===== src/pcw_regs.svh =====
/*
  constants of the page map and card window decoder: page numbers,
  decoded offsets on the status page, status bit positions.
  assumes a host with 8-bit pages and a 16-bit address per page.
*/
`ifndef PCW_REGS_SVH
`define PCW_REGS_SVH

// swappable page groups
`define PCW_PAGE_LO_FIRST 8'h01
`define PCW_PAGE_LO_LAST 8'h03
`define PCW_PAGE_HI_FIRST 8'h04
`define PCW_PAGE_HI_LAST 8'h06

// card memory window
`define PCW_CARD_FIRST 8'h80
`define PCW_CARD_LAST 8'hBF

// status page and its decoded locations
`define PCW_STAT_PAGE 8'h30
`define PCW_STAT_OFS 16'h0000
`define PCW_BANK_OFS 16'h0001
`define PCW_MAP_OFS 16'h0002

// layout latch values and reset values
`define PCW_MAP_STD 1'b0
`define PCW_MAP_DL 1'b1
`define PCW_BANK_RST 5'h00

// address bit that leaves the 32 Kbyte paged window
`define PCW_WIN_BIT 15

// card status byte bit positions
`define PCW_ST_DET0 0
`define PCW_ST_DET1 1
`define PCW_ST_BVD0 4
`define PCW_ST_BVD1 5
`define PCW_ST_WAIT 7

`endif


===== src/pcw_pkg.sv =====
/*
  types of the page map and card window decoder.
  assumes pcw_regs.svh for the numeric constants.
*/
package pcw_pkg;

  // one host bus request, sampled on i_clk
  typedef struct packed {
    logic [7:0] page;
    logic [15:0] addr;
    logic [7:0] wdata;
    logic rd;
    logic wr;
  } pcw_req_t;

  // complete registered state of the decoder
  typedef struct packed {
    logic map_dl;
    logic [4:0] bank;
    logic flash_sel;
    logic ram_sel;
    logic card_sel;
    logic flash_we;
    logic prog_fail;
    logic rvalid;
    logic [16:0] mem_addr;
    logic [24:0] card_addr;
    logic [7:0] rdata;
  } pcw_state_t;

endpackage : pcw_pkg


===== src/pcw_page_map.sv =====
/*
  page map and card window decoder: routes host pages to the flash and
  ram sockets under a layout latch, decodes the card window with a bank
  field and doubled byte mapping, and answers reads of the card status.
  assumes host requests synchronous to i_clk, one request per cycle,
  never rd and wr together; switch and card inputs already synchronous.
*/
`timescale 1ns/10ps
`include "pcw_regs.svh"

// Behaviour
// - download layout: pages 4-6 to ram socket, pages 1-3 to flash socket
// - standard layout: pages 1-3 to ram socket, pages 4-6 to flash socket
// - layout held in a host-written latch; host reapplies it after reset
// - factory cleanup leaves the standard layout in effect
// - each swappable page is 32 Kbyte; parallel pages share one slot index
// - flash writes only with write-enable and both config switches on
// - five-bit bank field picks one of 32 one-megabyte card banks
// - card window decoded at host pages 80 to BF hex
// - each card byte occupies two consecutive host bytes
// - card status byte read at address 0000 of page 30 hex
// - status bits 0 and 1 show active-low card detect inputs
// - status bits 4 and 5 show battery detect inputs, high when good
// - status bit 7 shows card wait, high when inactive
module pcw_page_map
  import pcw_pkg::*;
(
  input wire logic i_clk,
  input wire logic i_rst,
  input wire pcw_req_t i_req,
  input wire logic i_factory_cleanup,
  input wire logic i_sw_flash_we,
  input wire logic i_sw_cfg_a,
  input wire logic i_sw_cfg_b,
  input wire logic [1:0] i_card_detect_n,
  input wire logic [1:0] i_card_bvd,
  input wire logic i_card_wait_n,
  output logic o_map_download,
  output logic [4:0] o_card_bank,
  output logic o_flash_sel,
  output logic o_ram_sel,
  output logic o_card_sel,
  output logic o_flash_we,
  output logic o_prog_fail,
  output logic [16:0] o_mem_addr,
  output logic [24:0] o_card_addr,
  output logic [7:0] o_rdata,
  output logic o_rdata_valid
);

  pcw_state_t st_ff;
  pcw_state_t nxt_st;

  // request classification
  logic acc;
  logic in_win;
  logic pg_lo;
  logic pg_hi;
  logic pg_card;
  logic pg_stat;
  logic to_ram;
  logic prog_ok;
  logic stat_rd;
  logic bank_wr;
  logic map_wr;
  logic [7:0] pg_delta;
  logic [1:0] slot;
  logic [19:0] card_ofs;
  logic [7:0] stat_byte;

  assign acc = i_req.rd | i_req.wr;
  assign in_win = ~i_req.addr[`PCW_WIN_BIT];
  assign pg_lo = (i_req.page >= `PCW_PAGE_LO_FIRST) &&
                 (i_req.page <= `PCW_PAGE_LO_LAST);
  assign pg_hi = (i_req.page >= `PCW_PAGE_HI_FIRST) &&
                 (i_req.page <= `PCW_PAGE_HI_LAST);
  assign pg_card = (i_req.page >= `PCW_CARD_FIRST) &&
                   (i_req.page <= `PCW_CARD_LAST);
  assign pg_stat = (i_req.page == `PCW_STAT_PAGE);
  // ram gets the low group in standard, the high group in download
  assign to_ram = pg_lo ^ st_ff.map_dl;
  // all three switches must be on to program flash
  assign prog_ok = i_sw_flash_we & i_sw_cfg_a & i_sw_cfg_b;
  assign stat_rd = i_req.rd && in_win && pg_stat &&
                   (i_req.addr == `PCW_STAT_OFS);
  assign bank_wr = i_req.wr && in_win && pg_stat &&
                   (i_req.addr == `PCW_BANK_OFS);
  assign map_wr = i_req.wr && in_win && pg_stat &&
                  (i_req.addr == `PCW_MAP_OFS);

  // parallel pages 1/4, 2/5, 3/6 share one slot of a socket
  assign pg_delta = pg_lo ? (i_req.page - `PCW_PAGE_LO_FIRST)
                          : (i_req.page - `PCW_PAGE_HI_FIRST);
  assign slot = pg_delta[1:0];

  // two host bytes per card byte: drop address bit 0
  assign card_ofs = {i_req.page[5:0], i_req.addr[14:1]};

  // card status byte, unused bits read zero
  always_comb
  begin
    stat_byte = 8'h00;
    stat_byte[`PCW_ST_DET0] = i_card_detect_n[0];
    stat_byte[`PCW_ST_DET1] = i_card_detect_n[1];
    stat_byte[`PCW_ST_BVD0] = i_card_bvd[0];
    stat_byte[`PCW_ST_BVD1] = i_card_bvd[1];
    stat_byte[`PCW_ST_WAIT] = i_card_wait_n;
  end

  // next state: strobes default low, latches hold
  always_comb
  begin
    nxt_st = st_ff;
    nxt_st.flash_sel = 1'b0;
    nxt_st.ram_sel = 1'b0;
    nxt_st.card_sel = 1'b0;
    nxt_st.flash_we = 1'b0;
    nxt_st.prog_fail = 1'b0;
    nxt_st.rvalid = 1'b0;
    if (acc && in_win)
    begin
      if (pg_lo || pg_hi)
      begin
        // 32 Kbyte window inside the chosen slot
        nxt_st.mem_addr = {slot, i_req.addr[14:0]};
        if (to_ram)
        begin
          nxt_st.ram_sel = 1'b1;
        end
        else if (i_req.wr && !prog_ok)
        begin
          nxt_st.prog_fail = 1'b1;
        end
        else
        begin
          nxt_st.flash_sel = 1'b1;
          nxt_st.flash_we = i_req.wr;
        end
      end
      else if (pg_card)
      begin
        nxt_st.card_sel = 1'b1;
        nxt_st.card_addr = {st_ff.bank, card_ofs};
      end
      else if (stat_rd)
      begin
        nxt_st.rdata = stat_byte;
        nxt_st.rvalid = 1'b1;
      end
      else if (bank_wr)
      begin
        nxt_st.bank = i_req.wdata[4:0];
      end
      else if (map_wr)
      begin
        nxt_st.map_dl = i_req.wdata[0];
      end
    end
    // cleanup overrides a layout latch write in the same cycle; bank writes still load
    if (i_factory_cleanup)
    begin
      nxt_st.map_dl = `PCW_MAP_STD;
    end
  end

  // state register, standard layout and bank zero after reset
  always_ff @(posedge i_clk)
  begin
    if (i_rst)
    begin
      st_ff <= '0;
      st_ff.map_dl <= `PCW_MAP_STD;
      st_ff.bank <= `PCW_BANK_RST;
    end
    else
    begin
      st_ff <= nxt_st;
    end
  end

  // outputs straight from the state register
  assign o_map_download = st_ff.map_dl;
  assign o_card_bank = st_ff.bank;
  assign o_flash_sel = st_ff.flash_sel;
  assign o_ram_sel = st_ff.ram_sel;
  assign o_card_sel = st_ff.card_sel;
  assign o_flash_we = st_ff.flash_we;
  assign o_prog_fail = st_ff.prog_fail;
  assign o_mem_addr = st_ff.mem_addr;
  assign o_card_addr = st_ff.card_addr;
  assign o_rdata = st_ff.rdata;
  assign o_rdata_valid = st_ff.rvalid;

  logic swap_acc;
  logic card_acc;
  logic [4:0] wdata_bank;
  assign swap_acc = acc && in_win && (pg_lo || pg_hi);
  assign card_acc = acc && in_win && pg_card;
  assign wdata_bank = i_req.wdata[4:0];
endmodule : pcw_page_map


===== config.mk =====
export PLATFORM = sky130hd
export DESIGN_NAME = pcw_page_map
export DESIGN_NICKNAME = d
export VERILOG_FILES = /design/src/pcw_pkg.sv /design/src/pcw_page_map.sv
export VERILOG_INCLUDE_DIRS = /design/src
export SDC_FILE = /design/constraint.sdc
export NUM_CORES = 1
export LEC_CHECK = 0
export BUFFER_PORTS_ARGS = -buffer_cell sky130_fd_sc_hd__buf_2
export CAP_MARGIN = 25
export CORE_MARGIN = 10
export CORE_UTILIZATION = 52
export CTS_BUF_LIST = sky130_fd_sc_hd__clkbuf_4
export CTS_CLUSTER_DIAMETER = 100
export DETAILED_ROUTE_END_ITERATION = 8
export PLACE_DENSITY = 0.93
export SYNTH_ARGS = -nofsm -noshare
export SYNTH_HDL_FRONTEND = slang
export SYNTH_SLANG_ARGS = --single-unit
export TNS_END_PERCENT = 1

===== constraint.sdc =====
create_clock -name i_clk -period 3.87 [get_ports i_clk]
set_clock_uncertainty 0.2 [all_clocks]
set_input_delay 0.1935 -clock i_clk [delete_from_list [all_inputs] [get_ports i_clk]]
set_output_delay 0.1935 -clock i_clk [all_outputs]
set_load 0.02 [all_outputs]

Word-level counts from Yosys, hierarchy flattened. Cells that the tools add are included.

Register bits: 59. Bits in latches: 0. Memory bits (writable): 0. ROM bits: 0. Input port bits: 45. Output and inout port bits: 62. Word-level logic and storage cells: 64. Memories kept: 0.

Add/sub/neg operators: 2. $mul: 0. Div/mod/pow operators: 0. $lt $le $gt $ge: 6. Equal/unequal tests: 3. Shift operators: 0. Multiplexer cells: 6. Bitwise gates (word level): 10. Reduce and logical (&&, ||, !) cells: 26.

Operator list (number): $eq A16 B1 Y1 const B (1); $eq A16 B2 Y1 const B (1); $logic_not A16 Y1 (1); $logic_and A1 B1 Y1 (12); $eq A8 B6 Y1 const B (1); $ge A8 B1 Y1 const B (1); $ge A8 B3 Y1 const B (1); $ge A8 B8 Y1 const B (1); $le A8 B2 Y1 const B (1); $le A8 B3 Y1 const B (1); $le A8 B8 Y1 const B (1); $reduce_or A4 Y1 (2); $not A1 Y1 (6); $reduce_and A6 Y1 (1); $reduce_or A3 Y1 (2); $mux W1 (5); $reduce_and A5 Y1 (1); $reduce_or A5 Y1 (1); $reduce_and A4 Y1 (1); $sub A2 B1 Y2 const B (2); $reduce_and A3 Y1 (1); $and A1 B1 Y1 (2); $mux W2 (1); $reduce_and A2 Y1 (1); 5 further kinds (5).

Longest topological paths before layout. Gate-level depths: netlist of run 1.

Depth after elaboration: 6. Mapped depth: 8. Gate-level depth less buffers: 6.

Worst setup path after synthesis of run 1. OpenSTA, ideal clock, no wires.

Kind: input -> register. Start: input i_req[27] (netlist name). End: register st_ff, in the netlist o_mem_addr[0]. Setup time: 0.071 ns. Arrival time: 1.376 ns. Required time: 3.599 ns. Setup slack: 2.224 ns. Stages: 7. Buffers on the path: 1. Path through: inv_1 > ha_1 > nand2b_1 > o21ai_1 > clkbuf_1 > o21ai_0 > a21oi_1.

Cells in the longest elaborated chain, start to end: 4. Elaborated cells on any way between the ends: 8. Those cells by class: order compare (4); reduce/logical (4).

Ends and longest elaborated chain: start, declared (line pcw_page_map.sv:30) `input wire pcw_req_t i_req,`; $ge A8 B1 Y1 (no line) (tied with other cells); $logic_and A1 B1 Y1 (on tied branches) (line pcw_page_map.sv:73, pcw_page_map.sv:75); $logic_or A1 B1 Y1 *; $reduce_and A2 Y1 (no line) *; end signal, assigned (line pcw_page_map.sv:177) `st_ff <= nxt_st;`; end, declared (line pcw_page_map.sv:51) `pcw_state_t st_ff;`.

Mark *: on every way between the ends. The rest lies on a longest branch, timed or not. A chain may end at the register's enable or synchronous reset.

Worst setup path after layout of run 1.
Start: input i_req[27] (netlist name). End: register st_ff, in the netlist o_prog_fail.

Cells in the longest elaborated chain, start to end: 5. Elaborated cells on any way between the ends: 10. Those cells by class: order compare (4); bitwise (2); reduce/logical (4).

Ends and longest elaborated chain (line): $ge A8 B1 Y1 (no line) (tied with other cells); $logic_and A1 B1 Y1 (on tied branches) (pcw_page_map.sv:73, pcw_page_map.sv:75); $logic_or A1 B1 Y1; $not A1 Y1 (no line); $reduce_or A4 Y1 (no line) *.

Marks and branches as above.

==> results_dict.tcl, run 1 <==
set metrics [dict create \
    cts_num_sinks 59 \
    cts_tree "built" \
    hp-class "input port to flip-flop" \
    ys_seq_area_share_pct 48.7 \
    layout_commonest_cell "buf_2" \
    start_util_pct 54.5 \
    grtUsageTotal_pct 19.7 \
    first_global_vias 2445 \
    gp_routability_congestion 0.781 \
    post_cts_buffers 0 \
    final.setup.tns_ps 0 \
    drt-initial-drc-count 196 \
    final_cell_mix "buf_2 (100), dfxtp_1 (59), dlygate4sd3_1 (37)" \
    slew_viol_final 0 \
    cap_violations 0 \
    setup_viol 0 \
    gr-total-overflow 0 \
    syn_inst 260 \
    route.detailed.wl_per_inst_um 17.4 \
    nNetsFinal 438 \
    ys.warnings.count 0 \
    tightest_slew_ps 1060 \
    synth_edf_count 0 \
    cts_made_buffers 9 \
    worstPathArrival_ps 3050 \
    die_x_um 88.3 \
    synthArstFlopShare_pct 0 \
    ys_types 35 \
    synth.ff_latch_count 59 \
    synth_area_um2 2420 \
    slew_headroom_pct 29.2 \
    crit_top_cell "dlygate4sd3_1" \
    cts_root_buf "clkbuf_4" \
    detail-route-antenna-nets 0 \
    drcViolationCount 0 \
    period_minus_slack_ps 2970 \
    dieArea_um2 7790 \
    rows 24 \
    path_clk_slew_ps 100 \
    power.density_nw_per_um2 341 \
    cp-end-kind "flip-flop" \
    vias 2473 \
    rsz0062_at_grt "no" \
    period_share_pct 76.8 \
    worstPathCellList "dlygate4sd3_1, buf_2, inv_1, ha_1, nand2b_1, o21ai_1, or3_4, nor4_1, dlygate4sd3_1" \
    avgSynthCellArea_um2 9.32 \
    hold_buffers 37 \
    wl_mm 7.81 \
    fillers 310 \
    layout-drive-gt1-share_pct 30.9 \
    port_buffers 100 \
    ios 107 \
    clockBufferDepth 2 \
    drtPass1Iterations 4 \
    critPathSlowestCell "o21ai_1" \
    viasPerCell 5.52 \
    placed_cells 393 \
    grt_max_degree 57 \
    leakage_nw 1.68 \
    criticalPathCategory "input port to flip-flop" \
    antenna_found_initial 0 \
    die_h_um 88.3 \
    status "finished, final reports clean" \
    crit_path_start_kind "input port" \
    required_ps 3950 \
    fin_cells 448 \
    coreArea_um2 4440 \
    dp_hpwl_mm 5.06 \
    ir_worst_vdd_mv 0.266 \
    postCtsResizedCells 0 \
    cpPeakStageDelay_ps 830 \
    cp_max_fo 17 \
    h-tree-depth 3 \
    area_growth_syn_to_layout_pct 40.2 \
    grt_pass1_wl_mm 12.0 \
    fmax_mhz 336 \
    clkLatencyLatePin_ps 380 \
    final_hold_viol_count 0 \
    critPathTopFamily "buffers and inverters" \
    path_buf_inv 4 \
    synth_ff_type "dfxtp_1" \
]
[tightest hold or removal path, delay by kind of cell]
kind	cells	cell delay [ps]
buf+inv	1	140
simple gates	2	260
[path summary, 6_finish.rpt]
path / start / end / slack (ps) / depth (start not counted)
worst max-delay path: i_req[27] / o_prog_fail / 900 / 9
worst min-delay path: i_req[1] / o_rdata_valid / 60 / 3
worst max register to register: o_map_download / o_prog_fail / 2170 / 3
worst min register to register: o_rdata[7] / o_rdata[7] / 280 / 2
[kinds of logic (layout without fill, tap and decap cells)]
family | after synthesis | in the layout | share of synthesized area (%)
other cells | 1 | 4 | 0.155
mux | 26 | 26 | 10.8
xor+xnor | 2 | 2 | 0.723
flops | 59 | 59 | 48.7
compound gates | 60 | 60 | 13.8
buf+inv | 25 | 158 | 5.11
simple gates | 84 | 84 | 19.2
fa+ha+maj | 3 | 3 | 1.55
[power by group]
group          switching [mW]  leakage, nW  internal [mW]  total [mW]
logic                  0.0747         1.13         0.0598       0.135
registers             0.00346        0.476          0.614       0.617
clock network           0.217       0.0682          0.188       0.405
total                   0.295         1.68          0.862        1.16
[cell usage after synthesis, types with 2 or more instances]
master | n | area [um2]
clkbuf_1 | 12 | 45.0
o21ai_0 | 22 | 110
ha_1 | 3 | 37.5
dfxtp_1 | 59 | 1180
nand2b_1 | 2 | 12.5
nor2_1 | 32 | 120
mux2i_1 | 25 | 250
o21ai_1 | 5 | 25.0
nor3_1 | 3 | 15.0
and3b_1 | 2 | 17.5
a21oi_1 | 26 | 130
nor4_1 | 2 | 12.5
buf_4 | 7 | 52.6
nand4_1 | 8 | 50.1
and4_1 | 2 | 17.5
inv_1 | 3 | 11.3
xnor2_1 | 2 | 17.5
nor4_2 | 3 | 37.5
nand3_1 | 24 | 120
buf_2 | 3 | 15.0
[registers in the layout, indices dropped and copies added, names as in the netlist]
signal and cells:
o_card_addr 25, o_card_sel 1, o_prog_fail 1, o_card_bank 5, o_flash_we 1, o_map_download 1
o_mem_addr 17, o_ram_sel 1, o_rdata 5, o_flash_sel 1, o_rdata_valid 1
[cell type report]
class | instances | area (um2) | area share, %
Sequential cell | 59 | 1180 | 34.8
Multi-Input combinational cell | 178 | 1130 | 33.1
Timing Repair Buffer | 139 | 886 | 26.1
Clock buffer | 9 | 67.6 | 1.99
Tap cell | 52 | 65.1 | 1.91
Clock inverter | 7 | 58.8 | 1.73
Inverter | 3 | 11.3 | 0.331
Antenna cell | 1 | 2.50 | 0.0736
[metrics by stage]
stage | util [%] | total power [mW] | hold WS (ps) | setup WS, ps | instance area (um2)
2_1_floorplan | - | 0.689 | 66.3 | 2220 | 2430
3_3_place_gp | 65.1 | 0.731 | 171 | 1560 | 2890
3_5_place_dp | 65.1 | 0.734 | 178 | 1500 | 2890
4_1_cts | 76.2 | 1.16 | 23.7 | 1000 | 3390
5_1_grt | 76.4 | 1.20 | 48.3 | 819 | 3400
6_report | 76.5 | 1.16 | 58.4 | 898 | 3400
[per-layer routing]
| metal | vias to the layer above | GRT usage (%) | routed length (um) |
|---|---|---|---|
| met5 | - | 0 | 0 |
| met4 | 0 | 8.52 | 153 |
| met3 | 17 | 6.89 | 624 |
| met2 | 96 | 35.2 | 4060 |
| met1 | 1172 | 20.5 | 2970 |
| li1 | 1188 | - | - |
Note: power is estimated with default switching activity, not from simulation.
==> run 2, diff against run 1 <==
--- a/config.mk
+++ b/config.mk
@@ -6,14 +6,15 @@
 export SDC_FILE = /design/constraint.sdc
 export NUM_CORES = 1
 export LEC_CHECK = 0
+export ABC_AREA = 1
 export BUFFER_PORTS_ARGS = -buffer_cell sky130_fd_sc_hd__buf_2
 export CAP_MARGIN = 25
 export CORE_MARGIN = 10
-export CORE_UTILIZATION = 52
+export CORE_UTILIZATION = 50
 export CTS_BUF_LIST = sky130_fd_sc_hd__clkbuf_4
 export CTS_CLUSTER_DIAMETER = 100
 export DETAILED_ROUTE_END_ITERATION = 8
-export PLACE_DENSITY = 0.93
+export PLACE_DENSITY = 0.88
 export SYNTH_ARGS = -nofsm -noshare
 export SYNTH_HDL_FRONTEND = slang
 export SYNTH_SLANG_ARGS = --single-unit
==> constraint.sdc (replaced) <==
create_clock -name i_clk -period 3.11 [get_ports i_clk]
set_clock_uncertainty 0.2 [all_clocks]
set_input_delay 0.1555 -clock i_clk [delete_from_list [all_inputs] [get_ports i_clk]]
set_output_delay 0.1555 -clock i_clk [all_outputs]
set_load 0.02 [all_outputs]
==> run 2 against run 1 <==
  * First-iteration DRC count decreased by 13%
  * Critical endpoint is now o_card_bank[1]
  * Clock-buffer cell count increased by 3
  * Critical path depth increased by 1
  * Register-to-register slack got worse by 690 ps
  * Highest routed layer unchanged
  * Setup slack got worse by 310 ps
  * Flip-flop and latch count unchanged
  * Wire length increased by 7.9%
==> results_dict.tcl, run 2 <==
set metrics [dict create \
    status "finished, final reports clean" \
    synthDominantCellAreaShare_pct 44.8 \
    layout-drive-gt1-share_pct 28.4 \
    cap_violations 0 \
    vias 2866 \
    drt-met1-wl_mm 3.32 \
    final_cell_mix "buf_2 (100), nor2_1 (62), dfxtp_1 (59)" \
    yosys.area_share.simple_pct 30.8 \
    viasPerCell 4.98 \
    start_util_pct 51.6 \
    synth_mux_area_share_pct 0 \
    synth_most_common_cell "nor2_1" \
    ys_types 28 \
    rows 26 \
    synth.largest_area_cell "dfxtp_1" \
    wl_met3_um 707 \
    gp_routability_congestion 0.826 \
    area_growth_syn_to_layout_pct 40.2 \
    synth_edf_count 0 \
    reg2reg_depth 6 \
    coreArea_um2 5110 \
    layout_commonest_cell "buf_2" \
    cts_tree "built" \
    hold-path-cell-count 5 \
    tightest_slew_ps 666 \
    path_buf_inv 4 \
    slew_headroom_pct 55.5 \
    final_hold_viol_count 0 \
    detail-route-antenna-nets 0 \
    drtPass1Iterations 4 \
    avgSynthCellArea_um2 7.34 \
    synth.ff_latch_count 59 \
    antenna_found_initial 1 \
    final.setup.tns_ps 0 \
    leakage_nw 1.85 \
    critical_path_depth 10 \
    criticalPathCategory "input port to flip-flop" \
    ys.warnings.count 0 \
    cp_max_fo 5 \
    dieArea_um2 8570 \
    synth_top_family_by_area "simple AND/OR/NAND/NOR gates" \
    clkLatencyLatePin_ps 380 \
    period_share_pct 81.0 \
    grtUsageTotal_pct 19.5 \
    top_layer "met4" \
    period_minus_slack_ps 2520 \
    path_clk_slew_ps 90 \
    ys_seq_area_share_pct 44.8 \
    ios 107 \
    power_mw 1.44 \
    syn_inst 359 \
    power.density_nw_per_um2 390 \
    synth_xor_area_share_pct 0.332 \
    required_ps 3180 \
    cpPeakStageDelay_ps 570 \
    post_cts_buffers 0 \
    clockBufferDepth 2 \
    wl_met2_mm 4.13 \
    drt-initial-drc-count 170 \
    grt_max_degree 44 \
    synthArstFlopShare_pct 0 \
    cts_root_buf "clkbuf_4" \
    route.detailed.wl_per_inst_um 14.6 \
    worstPathCellList "dlygate4sd3_1, buf_2, inv_1, ha_1, nand3_2, nor3_1, nand3_1, nand2_1, a21oi_1, dlygate4sd3_1" \
    hp-class "input port to flip-flop" \
    synth_area_leaders "dfxtp_1 (45%), nor2_1 (8.8%), a21oi_1 (7.4%)" \
    drcViolationCount 0 \
    grt_pass1_wl_mm 13.5 \
    cts_num_sinks 59 \
    synthAdderAreaFrac_pct 1.42 \
    crit_top_cell "dlygate4sd3_1" \
    worstPathArrival_ps 2590 \
    first_global_vias 2831 \
    fmax_mhz 397 \
    synth_area_um2 2640 \
    dp_hpwl_mm 5.52 \
    critPathTopFamily "buffers and inverters" \
    h-tree-depth 3 \
    ir_worst_vdd_mv 0.241 \
    ys_top_cells_by_count "nor2_1 (62), dfxtp_1 (59), nand2_1 (50)" \
    port_buffers 100 \
    critPathSlowestCell "dlygate4sd3_1" \
    synth_compound_area_share_pct 12.3 \
    crit_path_start_kind "input port" \
    cts_made_buffers 9 \
    gr-total-overflow 0 \
    largest_reg_flops 25 \
    nNetsFinal 550 \
    slew_viol_final 0 \
    cp-end-kind "flip-flop" \
    die_x_um 92.6 \
    synth_ff_type "dfxtp_1" \
    die_h_um 92.6 \
    wl_mm 8.43 \
    setup_viol 0 \
    rsz0062_at_grt "no" \
]
[run 2: cell types whose count changed after synthesis, sizes merged, moves of 5 or more]
cell	previous run	this run
nor4	6	1
nor2	32	77
inv	3	38
clkbuf	12	2
nand2	0	59
buf	10	17
a21oi	26	39
mux2i	25	0
[run 2: power breakdown]
part           internal, mW  leakage, nW  switching [mW]
Combinational        0.0922         1.31           0.136
Sequential            0.775        0.478         0.00972
Clock                 0.177       0.0568           0.253
[run 2: metal layers]
layer	vias up	global-route usage (%)
met1	1300	21.3
met4	0	10.0
met3	27	8.07
met2	102	32.0
met5	-	0
li1	1437	-
[run 2: path summary, 6_finish.rpt]
path	startpoint	to	slack, ps
worst max-delay path	i_req[27]	o_card_bank[1]	590
worst min-delay path	i_req[33]	o_card_sel	40
worst max register to register	o_map_download	o_flash_we	1480
worst min register to register	o_rdata[0]	o_rdata[0]	270
[run 2: cells by family after synthesis]
family                   count (synthesis)
AND/OR/NAND/NOR                        173
XOR/XNOR                                 1
adder cells (fa/ha/maj)                  3
buffers and inverters                   57
AO/OA/AOI/OAI                           65
other                                    1
flip-flops                              59
[run 2: per-stage QoR]
step,util (%),std cells,setup slack [ps],hold WS [ps],cell area (um2)
floorplan,-,361,1750,67.7,2640
global placement,61.0,513,1160,191,3120
detailed placement,61.0,513,1090,196,3120
CTS,72.2,574,693,12.0,3690
global route,72.3,575,448,40.7,3690
finish,72.3,576,591,35.8,3690
[run 2: cell type report]
type / count / area [um2]
Timing Repair Buffer: 149 / 988
Sequential cell: 59 / 1180
Multi-Input combinational cell: 245 / 1190
Inverter: 38 / 145
Fill cell: 415 / 1410
Clock inverter: 1 / 3.75
Tap cell: 70 / 87.6
Clock buffer: 12 / 90.1
Antenna cell: 2 / 5.00
[run 2: worst min-delay path: stages]
cell and delay (ps):
buf_2 110, inv_1 70, nor2_1 60, nand2_4 120, nor2_1 60
[run 2: what timing repair did]
action	in CTS	in global routing
resized for setup	0	0
hold buffers	48	0
endpoints found under the hold margin	54	0
==> run 3, diff against run 2 <==
==> constraint.sdc (replaced) <==
create_clock -name i_clk -period 2.47 [get_ports i_clk]
set_clock_uncertainty 0.2 [all_clocks]
set_input_delay 0.1235 -clock i_clk [delete_from_list [all_inputs] [get_ports i_clk]]
set_output_delay 0.1235 -clock i_clk [all_outputs]
set_load 0.02 [all_outputs]
==> run 3 against run 2 <==
  * Clock power grew 76%
  * Wire length grew 0.90%
  * Total power grew 41%
  * Setup slack lost 540 ps
  * Die area is the same
  * Utilization grew 1.8 points
  * Sequential power grew 26%
  * Sequential share of layout area shrank 0.77 points
  * Critical path depth is the same
  * Combinational power grew 29%
  * Register-to-register slack lost 650 ps
  * Clock-buffer cell count shrank 2
  * Critical endpoint unchanged
  * Largest cell class unchanged
==> results_dict.tcl, run 3 (synthesized netlist as in run 2, its figures left out) <==
set metrics [dict create \
    gp_routability_congestion 0.829 \
    grt_pass1_wl_mm 13.6 \
    route.detailed.wl_per_inst_um 14.7 \
    drt-initial-drc-count 157 \
    final_cell_mix "buf_2 (100), nor2_1 (62), dfxtp_1 (59)" \
    grt_max_degree 44 \
    cts_root_buf "clkbuf_4" \
    power.density_nw_per_um2 538 \
    wl_mm 8.51 \
    utilization_pct 74.1 \
    drcViolationCount 0 \
    swShare_pct 26.0 \
    grtUsageTotal_pct 19.6 \
    cpPeakStageDelay_ps 570 \
    cp_max_fo 5 \
    p_sw_mw 0.529 \
    criticalPathCategory "input port to flip-flop" \
    setup_viol 0 \
    placed_cells 514 \
    crit_path_start_kind "input port" \
    p_int_mw 1.51 \
    vias 2891 \
    period_share_pct 97.8 \
    start_util_pct 51.6 \
    cap_violations 0 \
    viasPerCell 4.98 \
    diodes 0 \
    power_frac_clock_pct 37.1 \
    path_clk_slew_ps 90 \
    area_growth_syn_to_layout_pct 43.7 \
    nNetsFinal 553 \
    pwr-share-seq_pct 48.5 \
    worstPathArrival_ps 2490 \
    fmax_mhz 414 \
    critPathSlowestCell "dlygate4sd3_1" \
    dieArea_um2 8570 \
    clkLatencyLatePin_ps 390 \
    drtPass1Iterations 5 \
    h-tree-depth 3 \
    layout-drive-gt1-share_pct 29.2 \
    detail-route-antenna-nets 0 \
    port_buffers 100 \
    gr-total-overflow 0 \
    worstPathCellList "dlygate4sd3_1, buf_2, inv_1, ha_1, nand3_2, nor3_2, nand3_2, nand2_1, a21oi_1, dlygate4sd3_1" \
    dp_hpwl_mm 5.56 \
    period_minus_slack_ps 2420 \
    coreArea_um2 5110 \
    first_global_vias 2802 \
    antenna_found_initial 0 \
    whs_ps 41.5 \
    ios 107 \
    status "finished, final reports clean" \
    leakage_nw 1.89 \
    required_ps 2540 \
    cts_tree "built" \
    largest_reg_flops 25 \
    cp-end-kind "flip-flop" \
    layout_commonest_cell "buf_2" \
    rows 26 \
    hp-class "input port to flip-flop" \
    die_h_um 92.6 \
    fin_cells 580 \
    cts_made_buffers 9 \
    ir_worst_vdd_mv 0.615 \
    cts_num_sinks 59 \
    p_comb_share_pct 14.4 \
    final_hold_viol_count 0 \
    slew_viol_final 0 \
    die_x_um 92.6 \
    clockBufferDepth 2 \
]
## run 3: cell count changes in the layout (fill, tap and decap cells not counted), sizes merged
| cell | before | now |
|---|---|---|
| dlygate4sd3 | 48 | 49 |
| diode | 2 | 0 |
| buf | 101 | 103 |
| clkbuf | 12 | 10 |
| clkinvlp | 0 | 1 |
| bufinv | 0 | 2 |
| clkinv | 1 | 3 |
## run 3: path summary, 6_finish.rpt
path / start / endpoint / slack [ps] / cells past startpoint
worst max-delay path: i_req[27] / o_card_bank[1] / 50 / 10
worst min-delay path: i_req[25] / o_card_sel / 40 / 6
worst max register to register: o_map_download / o_flash_we / 830 / 6
worst min register to register: o_rdata[5] / o_rdata[5] / 270 / 2
## run 3: stage by stage
stage | setup TNS [ps] | area [um2] | power, mW | worst slack (ps)
floorplan | 0 | 2640 | 1.16 | 1140
global placement | 0 | 3120 | 1.24 | 752
detailed placement | 0 | 3120 | 1.24 | 724
CTS | 0 | 3770 | 2.04 | 97.7
global route | -106 | 3790 | 2.13 | -34.8
finish | 0 | 3790 | 2.04 | 54.7
## run 3: cell type report
cell class / count / area [um2]
Fill cell: 392 / 1320
Tap cell: 70 / 87.6
Sequential cell: 59 / 1180
Inverter: 38 / 145
Timing Repair Buffer: 152 / 1010
Multi-Input combinational cell: 245 / 1200
Clock inverter: 6 / 80.1
Clock buffer: 10 / 75.1
## run 3: layer usage
metal	share of wire (%)	track usage (%)	vias up	routed length (um)
met4	3.4	10.7	0	287
met2	49	32.7	124	4150
met5	0	0	-	0
met1	39	21.0	1309	3280
met3	9.2	7.59	26	786
li1	-	-	1432	-
## run 3: critical path: cells and delay by family
family	cells	cell delay, ps
AOI/OAI and AO/OA	1	60
adders and majority gates	1	230
buffers and inverters	4	1380
and+or+nand+nor	4	690
## run 3: power groups by stage
stage	logic, mW	registers [mW]	clock network [mW]
after floorplan	0.119	1.04	0
after global placement	0.230	1.01	0
after detailed placement	0.234	1.01	0
after CTS	0.284	0.987	0.772
after global routing	0.320	0.991	0.818
final	0.293	0.988	0.757
## run 3: what timing repair did
item,in CTS,in global routing
hold buffers,49,0
resized for setup,0,2
buffers inserted,0,1
hold endpoints to repair,54,0
endpoints found under the setup margin,0,5
